### config.mk
export PLATFORM = sky130hd
export DESIGN_NAME = ipmc_mode_ctrl
export DESIGN_NICKNAME = d
export VERILOG_FILES = /design/src/rtl/ipmc_pkg.sv /design/src/rtl/ipmc_line_counter.sv /design/src/rtl/ipmc_mode_ctrl.sv
export VERILOG_INCLUDE_DIRS = /design/src /design/src/rtl
export SDC_FILE = /design/constraint.sdc
export NUM_CORES = 1
export LEC_CHECK = 0
export ABC_AREA = 1
export BUFFER_PORTS_ARGS = -buffer_cell sky130_fd_sc_hd__buf_2
export CAP_MARGIN = 20
export CELL_PAD_IN_SITES_DETAIL_PLACEMENT = 0
export CELL_PAD_IN_SITES_GLOBAL_PLACEMENT = 1
export CORE_AREA = 2 2 128 99
export CTS_BUF_LIST = sky130_fd_sc_hd__clkbuf_16
export CTS_CLUSTER_DIAMETER = 120
export DETAILED_ROUTE_END_ITERATION = 10
export DIE_AREA = 0 0 130 101
export PLACE_DENSITY_LB_ADDON = 0.3
export SLEW_MARGIN = 25
export SYNTH_ARGS = -nofsm -noshare
export SYNTH_HDL_FRONTEND = slang
export SYNTH_HIERARCHICAL = 1
export SYNTH_SLANG_ARGS = --single-unit
export TNS_END_PERCENT = 1
### constraint.sdc
create_clock -name clk -period 4.2 [get_ports clk]
set_input_delay 0.63 -clock clk [delete_from_list [all_inputs] [get_ports clk]]
set_output_delay 0.63 -clock clk [all_outputs]
set_load 0.005 [all_outputs]
### src/rtl/ipmc_defs.svh
// Register offsets, field positions, reset values and bus response codes of the pipe mode control
`ifndef IPMC_DEFS_SVH
`define IPMC_DEFS_SVH

`define IPMC_OFF_RUN_MODE    12'h000
`define IPMC_OFF_DATA_PATH   12'h004
`define IPMC_OFF_PHASE       12'h008
`define IPMC_OFF_ENABLE      12'h00C
`define IPMC_OFF_STATUS      12'h010
`define IPMC_OFF_AREA_LINES  12'h014

`define IPMC_BIT_SINGLE      0
`define IPMC_BIT_GATING      1
`define IPMC_BIT_BYPASS      2
`define IPMC_BIT_ENABLE      0

`define IPMC_PATH_HI         1
`define IPMC_PATH_LO         0
`define IPMC_OO_HI           7
`define IPMC_OO_LO           6
`define IPMC_OE_HI           5
`define IPMC_OE_LO           4
`define IPMC_EO_HI           3
`define IPMC_EO_LO           2
`define IPMC_EE_HI           1
`define IPMC_EE_LO           0

`define IPMC_RUN_MODE_RST    2'h0
`define IPMC_DATA_PATH_RST   3'h0
`define IPMC_PHASE_RST       8'h00
`define IPMC_AREA_RST        13'h0000
`define IPMC_ADDR_LSB        2
`define IPMC_ADDR_W          12

`define IPMC_RESP_OKAY       2'h0
`define IPMC_RESP_SLVERR     2'h2

`define IPMC_WORD_ZERO       32'h0000_0000
`define IPMC_MAX_RAW_WIDTH   13'h1000

`endif

### src/rtl/ipmc_pkg.sv
// Types shared by the pipe mode control block
package ipmc_pkg;

  typedef enum logic [1:0] {
    IPMC_BAYER_TO_YCBCR,
    IPMC_BAYER_TO_BAYER,
    IPMC_BAYER_TO_BLOCK_AVG,
    IPMC_YCBCR_TO_YCBCR
  } ipmc_path_t;

  typedef enum logic [1:0] {
    IPMC_RED,
    IPMC_GREEN_ON_RED_LINE,
    IPMC_GREEN_ON_BLUE_LINE,
    IPMC_BLUE
  } ipmc_color_t;

endpackage : ipmc_pkg

### src/rtl/ipmc_line_counter.sv
// Line counter that flags the end of the processing area
`timescale 1ns/1ps
`include "ipmc_defs.svh"

module ipmc_line_counter (
  input  wire logic        clk,
  input  wire logic        arst_n,
  input  wire logic        frameStart,
  input  wire logic        lineStrobe,
  input  wire logic        active,
  input  wire logic [12:0] areaLines,
  output logic             areaDone
);

  logic [12:0] lineCount;

  // Counts strobes of an active frame; done pulses once the last area line passes
  always_ff @(posedge clk or negedge arst_n) begin
    if (!arst_n) begin
      lineCount <= `IPMC_AREA_RST;
      areaDone  <= 1'b0;
    end else begin
      areaDone <= 1'b0;
      if (frameStart) begin
        lineCount <= `IPMC_AREA_RST;
      end else if (active && lineStrobe) begin
        if (lineCount == areaLines) begin
          areaDone  <= 1'b1;
          lineCount <= `IPMC_AREA_RST;
        end else begin
          lineCount <= lineCount + 13'h0001;
        end
      end
    end
  end

endmodule : ipmc_line_counter

### src/rtl/ipmc_mode_ctrl.sv
// Contract
// [RL1] Gating off: ignore write enable, process all
// [RL2] Gating on: process only write-enabled frames
// [RL3] Software clears gating for interface-made timing
// [RL4] Single-frame bit: 0 free run, 1 single
// [RL5] Processing starts at next vertical sync rise
// [RL6] Single frame clears enable at area end
// [RL7] Bypass bit routes raw input unmodified
// [RL8] Bypass valid only for Bayer-to-Bayer path
// [RL9] Path field: four encoded input/output paths
// [RL10] Odd-line colour phases in bits 7-4
// [RL11] Even-line colour phases in bits 3-0
// [RL12] Colour codes: red, two greens, blue
// [RL13] Colour phases used only on path 0
// [RL14] Write enable sampled at frame start
`timescale 1ns/1ps
`include "ipmc_defs.svh"

module ipmc_mode_ctrl (
  input  wire logic                 clk,
  input  wire logic                 arst_n,
  // AXI4-Lite slave
  input  wire logic [11:0]          s_axi_awaddr,
  input  wire logic                 s_axi_awvalid,
  output logic                      s_axi_awready,
  input  wire logic [31:0]          s_axi_wdata,
  input  wire logic [3:0]           s_axi_wstrb,
  input  wire logic                 s_axi_wvalid,
  output logic                      s_axi_wready,
  output logic [1:0]                s_axi_bresp,
  output logic                      s_axi_bvalid,
  input  wire logic                 s_axi_bready,
  input  wire logic [11:0]          s_axi_araddr,
  input  wire logic                 s_axi_arvalid,
  output logic                      s_axi_arready,
  output logic [31:0]               s_axi_rdata,
  output logic [1:0]                s_axi_rresp,
  output logic                      s_axi_rvalid,
  input  wire logic                 s_axi_rready,
  // Frame timing
  input  wire logic                 vertical_sync,
  input  wire logic                 line_strobe,
  input  wire logic                 frame_write_enable_in,
  // Pipe steering
  output logic                      frame_active,
  output ipmc_pkg::ipmc_path_t      data_path_sel,
  output logic                      raw_bypass_active,
  output logic                      phase_valid,
  output ipmc_pkg::ipmc_color_t     odd_line_odd_pix_color,
  output ipmc_pkg::ipmc_color_t     odd_line_even_pix_color,
  output ipmc_pkg::ipmc_color_t     even_line_odd_pix_color,
  output ipmc_pkg::ipmc_color_t     even_line_even_pix_color
);
  import ipmc_pkg::*;

  // --------------------------------------------------------------------------
  // Register storage
  // --------------------------------------------------------------------------
  logic [1:0]  runMode;
  logic [2:0]  pathReg;
  logic [7:0]  phaseReg;
  logic        procEnable;
  logic [12:0] areaLines;
  logic        vsyncPrev;
  logic        vsyncRise;
  logic        areaDone;
  logic        lastFrameDone;

  // --------------------------------------------------------------------------
  // AXI4-Lite write channel
  // --------------------------------------------------------------------------
  logic        awHeld;
  logic        wHeld;
  logic [11:0] awAddr;
  logic [31:0] wData;
  logic [3:0]  wStrb;
  logic        doWrite;
  logic        wrHit;
  logic        enWrite;

  assign doWrite = awHeld && wHeld && !s_axi_bvalid;

  always_comb begin
    wrHit = 1'b1;
    unique case (awAddr)
      `IPMC_OFF_RUN_MODE, `IPMC_OFF_DATA_PATH, `IPMC_OFF_PHASE,
      `IPMC_OFF_ENABLE, `IPMC_OFF_STATUS, `IPMC_OFF_AREA_LINES: wrHit = 1'b1;
      default: wrHit = 1'b0;
    endcase
  end

  assign enWrite = doWrite && awAddr == `IPMC_OFF_ENABLE && wStrb[0];

  // Address and data are taken in either order and held until the write retires
  always_ff @(posedge clk or negedge arst_n) begin
    if (!arst_n) begin
      awHeld        <= 1'b0;
      wHeld         <= 1'b0;
      awAddr        <= 12'h000;
      wData         <= `IPMC_WORD_ZERO;
      wStrb         <= 4'h0;
      s_axi_awready <= 1'b0;
      s_axi_wready  <= 1'b0;
    end else begin
      s_axi_awready <= !awHeld && !(s_axi_awvalid && s_axi_awready);
      s_axi_wready  <= !wHeld && !(s_axi_wvalid && s_axi_wready);
      if (s_axi_awvalid && s_axi_awready) begin
        awHeld <= 1'b1;
        awAddr <= {s_axi_awaddr[11:`IPMC_ADDR_LSB], 2'h0};
      end else if (doWrite) begin
        awHeld <= 1'b0;
      end
      if (s_axi_wvalid && s_axi_wready) begin
        wHeld <= 1'b1;
        wData <= s_axi_wdata;
        wStrb <= s_axi_wstrb;
      end else if (doWrite) begin
        wHeld <= 1'b0;
      end
    end
  end

  always_ff @(posedge clk or negedge arst_n) begin
    if (!arst_n) begin
      s_axi_bvalid <= 1'b0;
      s_axi_bresp  <= `IPMC_RESP_OKAY;
    end else if (doWrite) begin
      s_axi_bvalid <= 1'b1;
      s_axi_bresp  <= wrHit ? `IPMC_RESP_OKAY : `IPMC_RESP_SLVERR;
    end else if (s_axi_bready) begin
      s_axi_bvalid <= 1'b0;
    end
  end

  // --------------------------------------------------------------------------
  // Configuration registers
  // --------------------------------------------------------------------------
  always_ff @(posedge clk or negedge arst_n) begin
    if (!arst_n) begin
      runMode   <= `IPMC_RUN_MODE_RST;
      pathReg   <= `IPMC_DATA_PATH_RST;
      phaseReg  <= `IPMC_PHASE_RST;
      areaLines <= `IPMC_AREA_RST;
    end else if (doWrite && wStrb[0]) begin
      unique case (awAddr)
        `IPMC_OFF_RUN_MODE:   runMode   <= wData[1:0];        // RL4 RL1
        `IPMC_OFF_DATA_PATH:  pathReg   <= wData[2:0];        // RL9 RL7
        `IPMC_OFF_PHASE:      phaseReg  <= wData[7:0];        // RL10 RL11
        `IPMC_OFF_AREA_LINES: begin
          if (wStrb[1]) begin
            areaLines <= {wData[12:8], wData[7:0]};
          end else begin
            areaLines <= {areaLines[12:8], wData[7:0]};
          end
        end
        default: ;
      endcase
    end else if (doWrite && wStrb[1] && awAddr == `IPMC_OFF_AREA_LINES) begin
      areaLines <= {wData[12:8], areaLines[7:0]};
    end
  end

  // --------------------------------------------------------------------------
  // Frame sequencing
  // --------------------------------------------------------------------------
  assign vsyncRise = vertical_sync && !vsyncPrev;

  always_ff @(posedge clk or negedge arst_n) begin
    if (!arst_n) begin
      vsyncPrev <= 1'b0;
    end else begin
      vsyncPrev <= vertical_sync;
    end
  end

  ipmc_line_counter u_line_counter (
    .clk        (clk),
    .arst_n     (arst_n),
    .frameStart (vsyncRise),
    .lineStrobe (line_strobe),
    .active     (frame_active),
    .areaLines  (areaLines),
    .areaDone   (areaDone)
  );

  // End of area in single-frame mode drops enable; hardware clear beats a write
  assign lastFrameDone = areaDone && runMode[`IPMC_BIT_SINGLE];

  always_ff @(posedge clk or negedge arst_n) begin
    if (!arst_n) begin
      procEnable <= 1'b0;
    end else if (lastFrameDone) begin
      procEnable <= 1'b0;                                     // RL6
    end else if (enWrite) begin
      procEnable <= wData[`IPMC_BIT_ENABLE];
    end
  end

  // A frame starts only on a sync rise; gating samples write enable there once
  // An area end in the same cycle wins, so a single frame never restarts
  always_ff @(posedge clk or negedge arst_n) begin
    if (!arst_n) begin
      frame_active <= 1'b0;
    end else if (vsyncRise) begin
      frame_active <= procEnable && !lastFrameDone &&         // RL5 RL6
        (!runMode[`IPMC_BIT_GATING] || frame_write_enable_in); // RL1 RL2 RL14
    end else if (lastFrameDone || !procEnable) begin
      frame_active <= 1'b0;
    end
  end

  // --------------------------------------------------------------------------
  // Path and colour phase steering
  // --------------------------------------------------------------------------
  ipmc_path_t pathField;

  // Consumers see the codes one cycle after the register, always settled
  assign pathField = ipmc_path_t'(pathReg[`IPMC_PATH_HI:`IPMC_PATH_LO]);

  always_ff @(posedge clk or negedge arst_n) begin
    if (!arst_n) begin
      data_path_sel            <= IPMC_BAYER_TO_YCBCR;
      raw_bypass_active        <= 1'b0;
      phase_valid              <= 1'b0;
      odd_line_odd_pix_color   <= IPMC_RED;
      odd_line_even_pix_color  <= IPMC_RED;
      even_line_odd_pix_color  <= IPMC_RED;
      even_line_even_pix_color <= IPMC_RED;
    end else begin
      data_path_sel     <= pathField;                                    // RL9
      raw_bypass_active <= pathReg[`IPMC_BIT_BYPASS] &&
                           pathField == IPMC_BAYER_TO_BAYER;             // RL7 RL8
      phase_valid       <= pathField == IPMC_BAYER_TO_YCBCR;             // RL13
      odd_line_odd_pix_color   <= ipmc_color_t'(phaseReg[`IPMC_OO_HI:`IPMC_OO_LO]); // RL10 RL12
      odd_line_even_pix_color  <= ipmc_color_t'(phaseReg[`IPMC_OE_HI:`IPMC_OE_LO]); // RL10
      even_line_odd_pix_color  <= ipmc_color_t'(phaseReg[`IPMC_EO_HI:`IPMC_EO_LO]); // RL11
      even_line_even_pix_color <= ipmc_color_t'(phaseReg[`IPMC_EE_HI:`IPMC_EE_LO]); // RL11
    end
  end

  // --------------------------------------------------------------------------
  // AXI4-Lite read channel
  // --------------------------------------------------------------------------
  logic [31:0] rdWord;
  logic        rdHit;

  always_comb begin
    rdWord = `IPMC_WORD_ZERO;
    rdHit  = 1'b1;
    unique case ({s_axi_araddr[11:`IPMC_ADDR_LSB], 2'h0})
      `IPMC_OFF_RUN_MODE:   rdWord = {30'h0, runMode};
      `IPMC_OFF_DATA_PATH:  rdWord = {29'h0, pathReg};
      `IPMC_OFF_PHASE:      rdWord = {24'h0, phaseReg};
      `IPMC_OFF_ENABLE:     rdWord = {31'h0, procEnable};
      `IPMC_OFF_STATUS:     rdWord = {31'h0, frame_active};
      `IPMC_OFF_AREA_LINES: rdWord = {19'h0, areaLines};
      default:              rdHit  = 1'b0;
    endcase
  end

  always_ff @(posedge clk or negedge arst_n) begin
    if (!arst_n) begin
      s_axi_arready <= 1'b0;
      s_axi_rvalid  <= 1'b0;
      s_axi_rdata   <= `IPMC_WORD_ZERO;
      s_axi_rresp   <= `IPMC_RESP_OKAY;
    end else begin
      s_axi_arready <= !s_axi_rvalid && !(s_axi_arvalid && s_axi_arready);
      if (s_axi_arvalid && s_axi_arready) begin
        s_axi_rvalid <= 1'b1;
        s_axi_rdata  <= rdWord;
        s_axi_rresp  <= rdHit ? `IPMC_RESP_OKAY : `IPMC_RESP_SLVERR;
      end else if (s_axi_rready) begin
        s_axi_rvalid <= 1'b0;
      end
    end
  end
endmodule : ipmc_mode_ctrl

==> results.ini <==
[outcome]
status = completed

[finish]
drive_above_1_share = 0.2398
areaGrowthSynthToFinish_pct = 15.34
n_antenna_cell = 0
nets = 704
fin_cells = 804
stdcell_area_sq_um = 5588

[clock_network]
cts_made_buffers = 9
post_cts.repair.setup_buffers = 0
tritoncts = done
hold_buffers = 0
clock_latency_ns = 0.34
cts-root-buf = clkbuf_16
clk_path_buf_depth = 2
cts.htree.levels = 3
cts.reportedPaths.clkPinSlew_ns = 0.07
cts_sinks = 102
cts_resized = 0

[synth]
synth_area_sq_um = 4845
yosys-top-cells-count = nand2_1, dfrtp_1, nor2_1
synth_enable_flop_cells = 0
ys.warnings.count = 6
async_flop_share = 1.000
synth-seq-cells = 102
syn_inst = 554
synth.area.top_cells = dfrtp_1, nand2_1, nor2_1
syn_area_per_cell_sq_um = 8.745
synth_most_common_cell = nand2_1
ys_types = 34
synthFlopType = dfrtp_1
synth_top_area_share = 0.5269
yosysTopAreaCell = dfrtp_1
ys_seq_area_frac = 0.5269

[setup_path]
crit_chain = buf_2, inv_1, nor2_1, inv_1, nand2_4, and2_4, nand2_1, o21ai_1, o21ai_1, nor2_1
critPathArrivalTime_ns = 1.97
slowest_delay_ns = 0.29
required_ns = 4.48
crit_slowest_cell = nor2_1
critPathKind = in -> reg
endpoint_kind = register
worst-path-max-fanout = 9
critPathLaunchType = primary input

[global_route]
gr-total-overflow = 0
track_usage = 0.1708
grt_pass1_vias = 3381
grt_first_pass_wirelength_um = 17190
grt_max_degree = 80
antenna_found_initial = 0

[floorplan]
die_x_um = 130
coreArea_sq_um = 11960
pin_count = 124
floorplan.initialDensity = 0.4052
dieHeight_um = 101
rows = 35
dieArea_sq_um = 13130

[drt]
wl_per_cell_um = 13.03
via_count = 3664
drt-total-wl_um = 10480
drtIter0Drc = 170
drc = 0
viasPerCell = 4.557
drt-pass1-iter-count = 4
final_antenna_net_count = 0

[placed_design]
dp_hpwl_um = 7825
dpl_cell_area_sq_um = 5304
placed_cells = 788
gp_congestion = 0.8272
pre_cts_ws_ns = 2.170
numPortBuffers = 77

[timing]
max_freq_mhz = 592.8
hold_ws_ns = 0.3232
finalSetupViolCount = 0
worst_slew_pin_slew_ns = 0.8720
skew_ns = 0.007202
final-max-slew-violation-count = 0
maxSlewHeadroom = 0.4173
timing.final.hold_violations = 0
setup_slack_ns = 2.513
fin_crit_sh = 0.4017
post-route-min-period_ns = 1.687
rsz0062_at_grt = false
fin_tns_setup_ns = 0

[pwr]
power.density_nw_per_um2 = 453.0
peakVddDrop_uv = 274.4
p_leak_uw = 0.002876

[flow_run]
maxCapViolations = 0

[min_path]
hold_path_class = in -> async

## state kept, by name, indices dropped and copies added, names as in the netlist, 3 cells and up
signal	count
areaLines	13
s_axi_rdata	13
u_line_counter/lineCount	13
wData	13
awAddr	10
phaseReg	8
pathReg	3
## final timing paths
path	start	to	slack, ns	cells past startpoint
worst max-delay path	vertical_sync	u_line_counter/lineCount[10]$_DFFE_PN0P_	2.51	10
worst min-delay path	arst_n	data_path_sel[0]$_DFF_PN0_	0.32	1
worst max register to register	vsyncPrev$_DFF_PN0_	u_line_counter/lineCount[10]$_DFFE_PN0P_	2.56	8
worst min register to register	phaseReg[1]$_DFFE_PN0P_	even_line_even_pix_color[1]$_DFF_PN0_	0.42	0
max in group asynchronous	arst_n	s_axi_rdata[9]$_DFFE_PN0P_	3.12	2
min in group clk	phaseReg[1]$_DFFE_PN0P_	even_line_even_pix_color[1]$_DFF_PN0_	0.42	0
## cells by family after synthesis
| logic type | count (synthesis) | share of synthesized area |
|---|---|---|
| flip-flops | 102 | 0.5269 |
| XOR/XNOR | 6 | 0.01085 |
| buffers and inverters | 96 | 0.09633 |
| other | 1 | 0.0007741 |
| AO/OA/AOI/OAI | 71 | 0.08781 |
| multiplexers | 6 | 0.01395 |
| AND/OR/NAND/NOR | 271 | 0.2608 |
| adder cells (fa/ha/maj) | 1 | 0.002582 |
## per-stage QoR
stage                       util  power, uW
final                     0.4674       2531
after global routing      0.4674       2691
after CTS                 0.4671       2566
after detailed placement  0.4436       1768
after global placement    0.4436       1745
after floorplan                -       1611
## worst max-delay path: cells and delay by family
kind                   cells  cell delay (ns)
AOI/OAI and AO/OA          2             0.19
and+or+nand+nor            5             0.81
buffers and inverters      3             0.32
## where the power goes
group          internal [uW]  leakage, uW  total [uW]  switching (uW)
logic                    168      0.00142         505             337
clock network            409     0.000133         791             383
registers               1150      0.00132        1240            90.0
total                   1720      0.00288        2530             810
## metal layers
layer / global-route usage / vias to the layer above / part of all wire
met5: 0 / - / 0
met1: 0.2774 / 1679 / 0.55
met3: 0.03928 / 6 / 0.067
li1: - / 1873 / -
met4: 0.04632 / 0 / 0.0088
met2: 0.2223 / 106 / 0.38
## cell type report
cell class              count  area (sq um)
multi-input cells         376          1901
well taps                 166         207.7
clock inverters             7         55.05
repair buffers             78         399.1
fillers                  1175          6367
clock buffers               9         225.2
flip-flops and latches    102          2552
inverters                  66         247.7
## placed cells by master (no fill, tap or decap), drive strengths merged
cell type / instances
conb: 21
clkbuf: 9
and2: 1
a21oi: 26
o21bai: 1
a31oi: 1
nand2: 143
nor2: 78
clkinv: 2
inv: 69
o21ai: 41
dfrtp: 102
nand3: 43
a311oi: 1
ha: 1
xor2: 5
o211ai: 1
nor3: 1
mux2: 6
buf: 78
clkinvlp: 2
xnor2: 1
or2: 1
nand4: 4
Note: power is estimated with default switching activity, not from simulation.
